<file path="src/hdl/cdp_cfg.svh">
`ifndef CDP_CFG_SVH
`define CDP_CFG_SVH
// register byte offsets
`define CDP_CTRL_OFS     4'h0
`define CDP_STAT_OFS     4'h4
`define CDP_VOL_OFS      4'h8
// field positions
`define CDP_CTRL_MUTE    0
`define CDP_STAT_SSM     3
`define CDP_STAT_RATE    4
`define CDP_STAT_SPREAD  5
`define CDP_STAT_MONO    6
`define CDP_STAT_FAULT   7
`define CDP_CTRL_RST     1'b0
// timing
`define CDP_CLK_HZ       50000000
`define CDP_RATE_LO_KHZ  360
`define CDP_RATE_HI_KHZ  500
`define CDP_PER_LO       (`CDP_CLK_HZ / (`CDP_RATE_LO_KHZ * 1000))
`define CDP_PER_HI       (`CDP_CLK_HZ / (`CDP_RATE_HI_KHZ * 1000))
`define CDP_STARTUP_MS   45
`define CDP_STARTUP_CYC  (`CDP_STARTUP_MS * (`CDP_CLK_HZ / 1000))
`define CDP_RAMP_STEP    6'h3F
`define CDP_SSM_MIN      8'h04
`define CDP_DITHER       8'h04
`define CDP_LFSR_RST     4'h1
`endif

</file>
<file path="src/hdl/cdp_pkg.sv">
`default_nettype none
package cdp_pkg;
    typedef enum logic [2:0]
    {
        CDP_SHUT  = 3'b000,
        CDP_START = 3'b001,
        CDP_RUN   = 3'b011,
        CDP_FADE  = 3'b010,
        CDP_FAULT = 3'b110
    } cdp_state_t;

    typedef struct packed {
        cdp_state_t  st;
        logic        en1, en2, sc1, sc2, mo1, mo2;
        logic [1:0]  fo1, fo2;
        logic [1:0]  rs1, rs2;
        logic        single_sided_scheme, rate_hi, spread, mono, fault, mute;
        logic [7:0]  vol;
        logic [5:0]  step;
        logic [21:0] dly;
        logic [7:0]  cnt, per;
        logic [3:0]  lfsr;
        logic [1:0]  bp, bn;
        logic        pd, bias;
        logic        bvalid, rvalid;
        logic [1:0]  bresp, rresp;
        logic [31:0] rdata;
    } cdp_regs_t;
endpackage
`default_nettype wire

</file>
<file path="src/hdl/cdp_ctrl.sv">
// Decided for this implementation: the register offsets and the AXI4-Lite register port.
`timescale 1ns/1ns
`default_nettype none
`include "cdp_cfg.svh"
// How it works
// - rate strap picks 360/500 kHz, spreading
// - scheme pin high or open means single-sided
// - scheme captured at startup, then held
// - double-sided idle: both 50%, in phase
// - positive input: positive above, negative below 50%
// - negative input: positive below, negative above 50%
// - single-sided idle: both outputs under 10%
// - single-sided audio: falling output grounded
// - volume ramps in and out of operation
// - grounded right inputs: left feeds both bridges
// - shutdown ramps all outputs to ground together
// - enable low means shutdown, unbiased, grounded
// - normal operation only after 45ms startup
// - undriven enable reads low, shutdown
// - mute biased and grounded; shutdown unbiased
// - latched fault holds shutdown until enable low
module cdp_ctrl
    import cdp_pkg::*;
#(
    parameter logic [21:0] STARTUP_CYC = 22'(`CDP_STARTUP_CYC)
)
(
    input  wire logic              aclk,
    input  wire logic              aresetn,
    input  wire logic [3:0]        s_axi_awaddr,
    input  wire logic              s_axi_awvalid,
    output logic                   s_axi_awready,
    input  wire logic [31:0]       s_axi_wdata,
    input  wire logic [3:0]        s_axi_wstrb,
    input  wire logic              s_axi_wvalid,
    output logic                   s_axi_wready,
    output logic [1:0]             s_axi_bresp,
    output logic                   s_axi_bvalid,
    input  wire logic              s_axi_bready,
    input  wire logic [3:0]        s_axi_araddr,
    input  wire logic              s_axi_arvalid,
    output logic                   s_axi_arready,
    output logic [31:0]            s_axi_rdata,
    output logic [1:0]             s_axi_rresp,
    output logic                   s_axi_rvalid,
    input  wire logic              s_axi_rready,
    input  wire logic              enable_pin,
    input  wire logic              scheme_select_pin,
    input  wire logic [1:0]        switch_rate_strap,
    input  wire logic              right_in_grounded,
    input  wire logic              ocp_trip,
    input  wire logic              dc_trip,
    input  wire logic signed [7:0] audio_left,
    input  wire logic signed [7:0] audio_right,
    output logic [1:0]             bridge_out_positive,
    output logic [1:0]             bridge_out_negative,
    output logic                   out_pulldown,
    output logic                   analog_bias_en,
    output logic                   fault_flag_n
);

////////////////////////////////////////////////////////////////////
    cdp_regs_t s, n;
    logic [7:0]        base, half;
    logic              tick, drive, wr_go, rd_go, fault_in;
    logic signed [7:0] eff [2];
    logic [7:0]        thr_p [2];
    logic [7:0]        thr_n [2];

    assign base = s.rate_hi ? 8'(`CDP_PER_HI) : 8'(`CDP_PER_LO);
    assign half = {1'b0, s.per[7:1]};
    assign tick = (s.step == `CDP_RAMP_STEP);
    assign drive = (s.st == CDP_RUN || s.st == CDP_FADE) && !s.mute;
    // detectors are merged only after both have been synchronised
    assign fault_in = s.fo2[0] || s.fo2[1];

////////////////////////////////////////////////////////////////////
    // per bridge: scale by volume, then pick duty thresholds
    for (genvar ch = 0; ch < 2; ch++)
    begin : g_ch
        logic signed [7:0]  aud;
        logic signed [16:0] prod;
        logic [7:0]         mag, delta;
        logic [15:0]        span;
        // mono routes the left sample to the right bridge too
        assign aud = (ch == 1 && !s.mono) ? audio_right : audio_left;
        assign prod = aud * $signed({1'b0, s.vol});
        // clamp keeps delta at most half, so no underflow below
        assign eff[ch] = (prod[15:8] == 8'h80) ? 8'h81 : prod[15:8];
        assign mag = eff[ch][7] ? 8'(-eff[ch]) : eff[ch];
        assign span = mag * half;
        // any non-zero scaled sample moves the duty by at least one cycle
        assign delta = span[14:7] | {7'h00, (mag != 8'h00)};
        always_comb
        begin
            if (!s.single_sided_scheme)
            begin
                // both sit at half when idle, so they stay in phase
                thr_p[ch] = eff[ch][7] ? half - delta : half + delta;
                thr_n[ch] = eff[ch][7] ? half + delta : half - delta;
            end
            else if (eff[ch] == 8'h00)
            begin
                thr_p[ch] = `CDP_SSM_MIN;
                thr_n[ch] = `CDP_SSM_MIN;
            end
            else if (!eff[ch][7])
            begin
                thr_p[ch] = `CDP_SSM_MIN + delta;
                thr_n[ch] = 8'h00;
            end
            else
            begin
                thr_p[ch] = 8'h00;
                thr_n[ch] = `CDP_SSM_MIN + delta;
            end
        end
    end

////////////////////////////////////////////////////////////////////
    // bus handshakes: one write and one read outstanding
    assign wr_go = s_axi_awvalid && s_axi_wvalid && !s.bvalid;
    assign rd_go = s_axi_arvalid && !s.rvalid;
    assign s_axi_awready = wr_go;
    assign s_axi_wready  = wr_go;
    assign s_axi_arready = rd_go;

    // next state of everything
    always_comb
    begin
        n = s;
        // pins cross in through two flops each
        n.en1 = enable_pin;
        n.en2 = s.en1;
        n.sc1 = scheme_select_pin;
        n.sc2 = s.sc1;
        n.mo1 = right_in_grounded;
        n.mo2 = s.mo1;
        n.rs1 = switch_rate_strap;
        n.rs2 = s.rs1;
        n.fo1 = {dc_trip, ocp_trip};
        n.fo2 = s.fo1;
        n.step = s.step + 6'h01;
        // carrier counter, period re-chosen at each wrap
        if (s.cnt >= s.per - 8'h01)
        begin
            n.cnt = 8'h00;
            n.lfsr = {s.lfsr[2:0], s.lfsr[3] ^ s.lfsr[2]};
            n.per = s.spread ? base - `CDP_DITHER + {5'h00, s.lfsr[2:0]}
                             : base;
        end
        else
        begin
            n.cnt = s.cnt + 8'h01;
        end
        case (s.st)
            CDP_SHUT:
            begin
                n.fault = 1'b0;
                n.vol = 8'h00;
                n.dly = 22'h000000;
                if (s.en2)
                begin
                    // straps are sampled only here, at each startup
                    n.single_sided_scheme = s.sc2;
                    n.rate_hi = s.rs2[1];
                    n.spread = s.rs2[0];
                    n.mono = s.mo2;
                    n.st = CDP_START;
                end
            end
            CDP_START:
            begin
                if (!s.en2)
                    n.st = CDP_SHUT;
                else if (fault_in)
                begin
                    n.fault = 1'b1;
                    n.st = CDP_FAULT;
                end
                else if (s.dly == STARTUP_CYC - 22'h000001)
                    n.st = CDP_RUN;
                else
                    n.dly = s.dly + 22'h000001;
            end
            CDP_RUN:
            begin
                if (fault_in)
                begin
                    n.fault = 1'b1;
                    n.vol = 8'h00;
                    n.st = CDP_FAULT;
                end
                else if (!s.en2)
                    n.st = CDP_FADE;
                else if (tick && s.vol != 8'hFF)
                    n.vol = s.vol + 8'h01;
            end
            CDP_FADE:
            begin
                // re-enable here still ends in a full restart
                if (fault_in)
                begin
                    n.fault = 1'b1;
                    n.vol = 8'h00;
                    n.st = CDP_FAULT;
                end
                else if (s.vol == 8'h00)
                    n.st = CDP_SHUT;
                else if (tick)
                    n.vol = s.vol - 8'h01;
            end
            CDP_FAULT:
            begin
                if (!s.en2)
                    n.st = CDP_SHUT;
            end
            default:
                n.st = CDP_SHUT;
        endcase
        // outputs: bias stays on in mute, off in shutdown
        n.bias = (s.st != CDP_SHUT) && (s.st != CDP_FAULT);
        n.pd = !drive;
        for (int c = 0; c < 2; c++)
        begin
            n.bp[c] = drive && (s.cnt < thr_p[c]);
            n.bn[c] = drive && (s.cnt < thr_n[c]);
        end
        // register writes
        if (s.bvalid && s_axi_bready)
            n.bvalid = 1'b0;
        if (wr_go)
        begin
            n.bvalid = 1'b1;
            n.bresp = 2'b10;
            if ({s_axi_awaddr[3:2], 2'b00} == `CDP_CTRL_OFS)
            begin
                n.bresp = 2'b00;
                if (s_axi_wstrb[0])
                    n.mute = s_axi_wdata[`CDP_CTRL_MUTE];
            end
        end
        // register reads
        if (s.rvalid && s_axi_rready)
            n.rvalid = 1'b0;
        if (rd_go)
        begin
            n.rvalid = 1'b1;
            n.rresp = 2'b00;
            n.rdata = 32'h00000000;
            case ({s_axi_araddr[3:2], 2'b00})
                `CDP_CTRL_OFS:
                    n.rdata[`CDP_CTRL_MUTE] = s.mute;
                `CDP_STAT_OFS:
                begin
                    n.rdata[2:0] = s.st;
                    n.rdata[`CDP_STAT_SSM] = s.single_sided_scheme;
                    n.rdata[`CDP_STAT_RATE] = s.rate_hi;
                    n.rdata[`CDP_STAT_SPREAD] = s.spread;
                    n.rdata[`CDP_STAT_MONO] = s.mono;
                    n.rdata[`CDP_STAT_FAULT] = s.fault;
                end
                `CDP_VOL_OFS:
                    n.rdata[7:0] = s.vol;
                default:
                    n.rresp = 2'b10;
            endcase
        end
    end

////////////////////////////////////////////////////////////////////
    // all state in one register, synchronous reset
    always_ff @(posedge aclk)
    begin
        if (!aresetn)
        begin
            s <= '0;
            s.st <= CDP_SHUT;
            s.mute <= `CDP_CTRL_RST;
            s.per <= 8'(`CDP_PER_LO);
            s.lfsr <= `CDP_LFSR_RST;
            s.pd <= 1'b1;
        end
        else
        begin
            s <= n;
        end
    end

    assign bridge_out_positive = s.bp;
    assign bridge_out_negative = s.bn;
    assign out_pulldown = s.pd;
    assign analog_bias_en = s.bias;
    assign fault_flag_n = !s.fault;
    assign s_axi_bvalid = s.bvalid;
    assign s_axi_bresp = s.bresp;
    assign s_axi_rvalid = s.rvalid;
    assign s_axi_rresp = s.rresp;
    assign s_axi_rdata = s.rdata;
endmodule // cdp_ctrl
`default_nettype wire

</file>
<file path="config.mk">
export PLATFORM = sky130hd
export DESIGN_NAME = cdp_ctrl
export DESIGN_NICKNAME = d
export VERILOG_FILES = /design/src/hdl/cdp_pkg.sv /design/src/hdl/cdp_ctrl.sv
export VERILOG_INCLUDE_DIRS = /design/src /design/src/hdl
export SDC_FILE = /design/constraint.sdc
export NUM_CORES = 1
export LEC_CHECK = 0
export ABC_AREA = 1
export BUFFER_PORTS_ARGS = -buffer_cell sky130_fd_sc_hd__buf_2
export CAP_MARGIN = 20
export CELL_PAD_IN_SITES_DETAIL_PLACEMENT = 1
export CELL_PAD_IN_SITES_GLOBAL_PLACEMENT = 1
export CORE_ASPECT_RATIO = 1.25
export CORE_UTILIZATION = 35
export DETAILED_ROUTE_END_ITERATION = 10
export GPL_TIMING_DRIVEN = 0
export PLACE_DENSITY_LB_ADDON = 0.1
export SLEW_MARGIN = 20
export SYNTH_ARGS = -nofsm -noshare
export SYNTH_HDL_FRONTEND = slang
export SYNTH_SLANG_ARGS = --single-unit
export TNS_END_PERCENT = 5
</file>
<file path="constraint.sdc">
create_clock -name aclk -period 23.5 [get_ports aclk]
set_input_delay 4.7 -clock aclk [delete_from_list [all_inputs] [get_ports aclk]]
set_output_delay 4.7 -clock aclk [all_outputs]
set_load 0.02 [all_outputs]
</file>
# Yosys cells after proc, flatten, opt, wreduce, memory -nomap -nowiden
# Cells that the tools add are included.
# classes
mul,4
n_mux,55
n_bitwise,4
reduce_logical,42
magnitude_cmp,5
n_eq_ne,24
addsub,16
# op_table
operator,count
$mux 8,29
$mux 22,3
$pmux 22 s2,1
$lt 8x8->1,4
$mul 8x9->16,2
$mul 8x7->15,2
$mux 3,9
$logic_not 8->1,3
$pmux 8 s3,1
$add 22x1->22 const B,1
$eq 22x22->1 const B,1
$add 3x8->8 const A,2
$add 7x8->8,2
$add 8x1->8 const B,2
$eq 8x8->1 const B,2
$neg 8->8,2
$or 8x1->8,2
$reduce_bool 8->1,2
$sub 7x8->8,2
$sub 8x1->8 const B,2
$ne 3x3->1 const B,5
$pmux 3 s5,1
$pmux 7 s2,1
$logic_and 1x1->1,12
31 further kinds,57
# word_totals
inputBits,74
reg_bits,99
output_inout_bits,48
word_cells,182

# Logic depth before layout (Yosys ltp)
# logic_depth
depth_word,14
depth_mapped,71
depth_no_buf,70

# Worst setup path before layout
# Ideal clock, no wire load.
# synth_timing
kind,input-to-reg
start,in audio_left[6]
end,reg s (netlist bit bridge_out_positive[1])
setup_ps,70
required_time_ps,23430
setup_slack_ps,8175
arrival_time_ps,15256
cell_stages,63
path_cell_list,clkbuf_1 or2_2 o21ai_0 inv_1 nand2_1 fa_1 fa_1 inv_1 fa_1 fa_1 ha_1 nand2_1 inv_1 a21oi_2 nand2_1 or2_1 nand2_2 inv_1 [... 27 more ...] ha_1 inv_1 o21bai_1 a21oi_1 o21ai_0 a21oi_1 nor2_1 nor2_1 nand3_1 nand3_1 nand2_1 clkinv_1 nand2_1 nand2_1 ha_1 a21oi_1 o211ai_1 a21oi_1
# synth_between
elab_chain_len,14
# synth_rtl
item,line,source
"start, declared",cdp_ctrl.sv:53,"input wire logic signed [7:0] audio_left,"
$mux 8 (*),cdp_ctrl.sv:86,assign aud = (ch == 1 && !s.mono) ? audio_right : audio_left;
$mul 8x9->16 (*),cdp_ctrl.sv:87,"assign prod = aud * $signed({1'b0, s.vol});"
$eq 8x8->1,cdp_ctrl.sv:89,assign eff[ch] = (prod[15:8] == 8'h80) ? 8'h81 : prod[15:8];
$mux 8 (*),cdp_ctrl.sv:89,
$neg 8->8,cdp_ctrl.sv:90,assign mag = eff[ch][7] ? 8'(-eff[ch]) : eff[ch];
$mux 8,cdp_ctrl.sv:90,
$mul 8x7->15 or $reduce_bool 8->1 (tied branches),"cdp_ctrl.sv:91, cdp_ctrl.sv:93",
$or 8x1->8,cdp_ctrl.sv:93,"assign delta = span[14:7] | {7'h00, (mag != 8'h00)};"
$add 3x8->8 (no line),-,
$mux 8,cdp_ctrl.sv:107,else if (!eff[ch][7])
$mux 8,cdp_ctrl.sv:102,else if (eff[ch] == 8'h00)
$mux 8 (*),cdp_ctrl.sv:96,if (!s.single_sided_scheme)
$lt 8x8->1 (*),cdp_ctrl.sv:226,n.bp[c] = drive && (s.cnt < thr_p[c]);
$logic_and 1x1->1 (*),cdp_ctrl.sv:226,
"end signal, assigned",cdp_ctrl.sv:286,s <= n;
"end, declared",cdp_ctrl.sv:63,"cdp_regs_t s, n;"
# Mark *: on every way between the ends. The rest lies on a longest branch, timed or not.
# A chain may end at the register's enable or synchronous reset.

# Worst setup path after layout
# layout_timing
start,in audio_left[3]
end,reg s (netlist bit bridge_out_positive[1])
# The elaborated chain is that of the path after synthesis.

==> flow_summary.ini <==
[sta]
fmaxAchievable_mhz = 58.6
rsz0062_at_grt = no
tns_ns = 0
slew_viol_final = 0
post-route-min-period_ns = 17.06
layout_setup_ws_ns = 6.44
finalCritPeriodShare_pct = 72.6
fin_skew_ns = 0.00651
tightest_slew_ns = 0.978
slew-limit-headroom_pct = 34.1
final_hold_viol_count = 0
setup_viol_count_final = 0

[grt]
antenna_found_initial = 0
grt_max_degree = 16
grt_pass1_wl_mm = 79.0
grt_usage_pct = 21.7
gr-total-overflow = 0
grt_pass1_vias = 15922

[detailed_routing]
via_per_inst = 4.94
totalWireLength_mm = 47.8
routed-via-count = 14768
routedWlPerCell_um = 16.0
drc = 0
final_antenna_net_count = 0
first_pass_iters = 4
dr.first_iter.drc_count = 459

[worst_setup_path]
cp_max_fo = 9
worstSetupPathType = input pin to flop
cp.arrival_ns = 17.36
cp_common_cell = inv_1
critPathSlowestCell = xor2_1
crit_required_ns = 23.79
cp-end-kind = flop
max_stage_delay_ns = 0.61
cp-start-kind = input pin

[synthesis]
syn_area_per_cell_um2 = 6.80
async_flop_share_pct = 0
synth_cell_types = 53
synthCells = 2311
synthFlopType = dfxtp_1
synth-edff-count = 0
mappedNetlistArea_um2 = 15700
synth_warnings = 0
yosysSeqAreaShare_pct = 12.2
ys_seq_elements = 96

[outcome]
status = finished clean

[flow_run]
max_cap_violations = 0

[cts]
cts_inserted_buffers = 9
clk_pin_slew_ns = 0.07
max-clock-path-buffers = 2
clock-sinks = 96
postCtsSetupRepairBufs = 0
cts_tree = yes
postCtsResizedCells = 0
htree_levels = 3
clkLatencyLatePin_ns = 0.36
hold_buffers = 0
root_buffer = clkbuf_16

[floorplanning]
chipHeight_um = 239
dieArea_um2 = 45800
floorplan.rows = 86
start_util_pct = 35.5
core_area_um2 = 44200
ioPinCount = 122
die_w_um = 192

[cells_and_area]
nNetsFinal = 2840
n_antenna_cell = 0
final_cells = 2987
syn2layout_area_growth_pct = 9.11
drive_above_1_share_pct = 6.21

[placement]
place.gp.congestion = 0.874
io_buffers = 50
dp.cells = 2971
hpwl_mm = 40.7
place_ws_ns = 6.03

[min_path]
hold_class = flop to flop
==> kinds of logic (layout without fill, tap and decap cells) <==
logic type / Yosys count / in the layout / share of synthesized area, %
AND/OR/NAND/NOR: 990 / 990 / 26.0
flip-flops: 96 / 96 / 12.2
XOR/XNOR: 54 / 54 / 3.20
adder cells (fa/ha/maj): 356 / 356 / 34.6
AO/OA/AOI/OAI: 287 / 287 / 10.4
other: 2 / 40 / 0.0478
buffers and inverters: 526 / 592 / 13.6
==> per-layer routing <==
metal / wire length (um) / vias to the layer above / share of wire, % / global-route usage [%]
li1: - / 7377 / - / -
met1: 20600 / 7196 / 43 / 25.4
met2: 25200 / 141 / 53 / 41.5
met3: 867 / 54 / 1.8 / 1.73
met4: 1140 / 0 / 2.4 / 6.40
met5: 0 / - / 0 / 0
==> Yosys cell counts, types with 8 or more instances <==
library cell | n | area share [%]
nand2_1 | 530 | 13
o21ai_1 | 10 | 0.32
xor2_1 | 36 | 2.0
inv_1 | 417 | 10
a21oi_1 | 122 | 3.9
o22ai_1 | 13 | 0.52
nand4_1 | 24 | 0.96
nor3_1 | 18 | 0.57
dfxtp_1 | 96 | 12
or2_2 | 8 | 0.32
nand3_1 | 118 | 3.8
nor2_1 | 256 | 6.1
buf_4 | 42 | 2.0
xnor2_1 | 14 | 0.78
nand3b_1 | 11 | 0.53
ha_1 | 225 | 18
clkbuf_1 | 50 | 1.2
o21ai_0 | 84 | 2.7
fa_1 | 131 | 17
==> area by class of cell <==
| class | instances | area, um^2 |
|---|---|---|
| fillers | 5743 | 27100 |
| multi-input cells | 1727 | 11800 |
| flip-flops and latches | 96 | 1920 |
| inverters | 429 | 1610 |
| well taps | 572 | 716 |
| plain buffers | 97 | 527 |
| repair buffers | 50 | 250 |
| clock buffers | 11 | 243 |
| clock inverters | 5 | 80.1 |
==> worst max-delay path: cells and delay by family <==
| family | cells | cell delay (ns) |
|---|---|---|
| simple gates | 23 | 3.16 |
| xor+xnor | 1 | 0.61 |
| compound gates | 12 | 1.98 |
| buf+inv | 12 | 1.16 |
| fa+ha+maj | 13 | 5.70 |
==> through the flow <==
step	cell area, um^2	util, %	hold WS, ns
2_1_floorplan	15900	-	0.390
3_3_place_gp	16800	38.1	0.402
3_5_place_dp	16800	38.1	0.403
4_1_cts	17200	38.8	0.419
5_1_grt	17200	38.8	0.429
6_report	17200	38.8	0.413
==> layout by cell type (no fill, tap or decap), types with 3 or more instances in the layout <==
cell type	Yosys	layout
ha_1	225	225
nor2_1	256	256
nor4_1	5	5
or2_2	8	8
a32oi_1	4	4
nand3b_1	11	11
o21ai_1	10	10
o31ai_1	5	5
inv_2	7	7
nand3_1	118	118
o21ai_0	84	84
buf_4	42	42
o21bai_1	7	7
conb_1	2	40
a21oi_1	122	122
nand4_1	24	24
o22ai_1	13	13
fa_1	131	131
clkbuf_1	50	50
xor2_1	36	36
a31oi_1	4	4
nor2_2	5	5
inv_1	417	417
a221oi_1	7	7
o211ai_1	7	7
o21a_1	3	3
nand2_1	530	530
nor3_1	18	18
clkbuf_16	0	9
xor2_2	3	3
a211oi_1	4	4
buf_2	3	53
nand2_2	7	7
o21ai_2	4	4
xnor2_1	14	14
nor3b_1	3	3
dfxtp_1	96	96
clkinv_1	5	5
==> registers in the layout, summed over array words and instances, names as in the netlist, 2 cells and up <==
| register | count |
|---|---|
| s | 65 |
| s_axi_rdata | 8 |
| n | 7 |
| half | 6 |
| bridge_out_negative | 2 |
| bridge_out_positive | 2 |
==> worst paths after layout <==
path,start,endpoint,slack [ns],depth (start not counted)
setup / recovery,audio_left[3],bridge_out_positive[1],6.44,61
hold / removal,n[106],s[106],0.41,2
setup reg to reg,s[102],bridge_out_positive[1],10.27,60
hold reg to reg,n[106],s[106],0.41,2
Power is not shown: default switching activity piles up to over one toggle a cycle in this logic, so the estimate is an artifact.
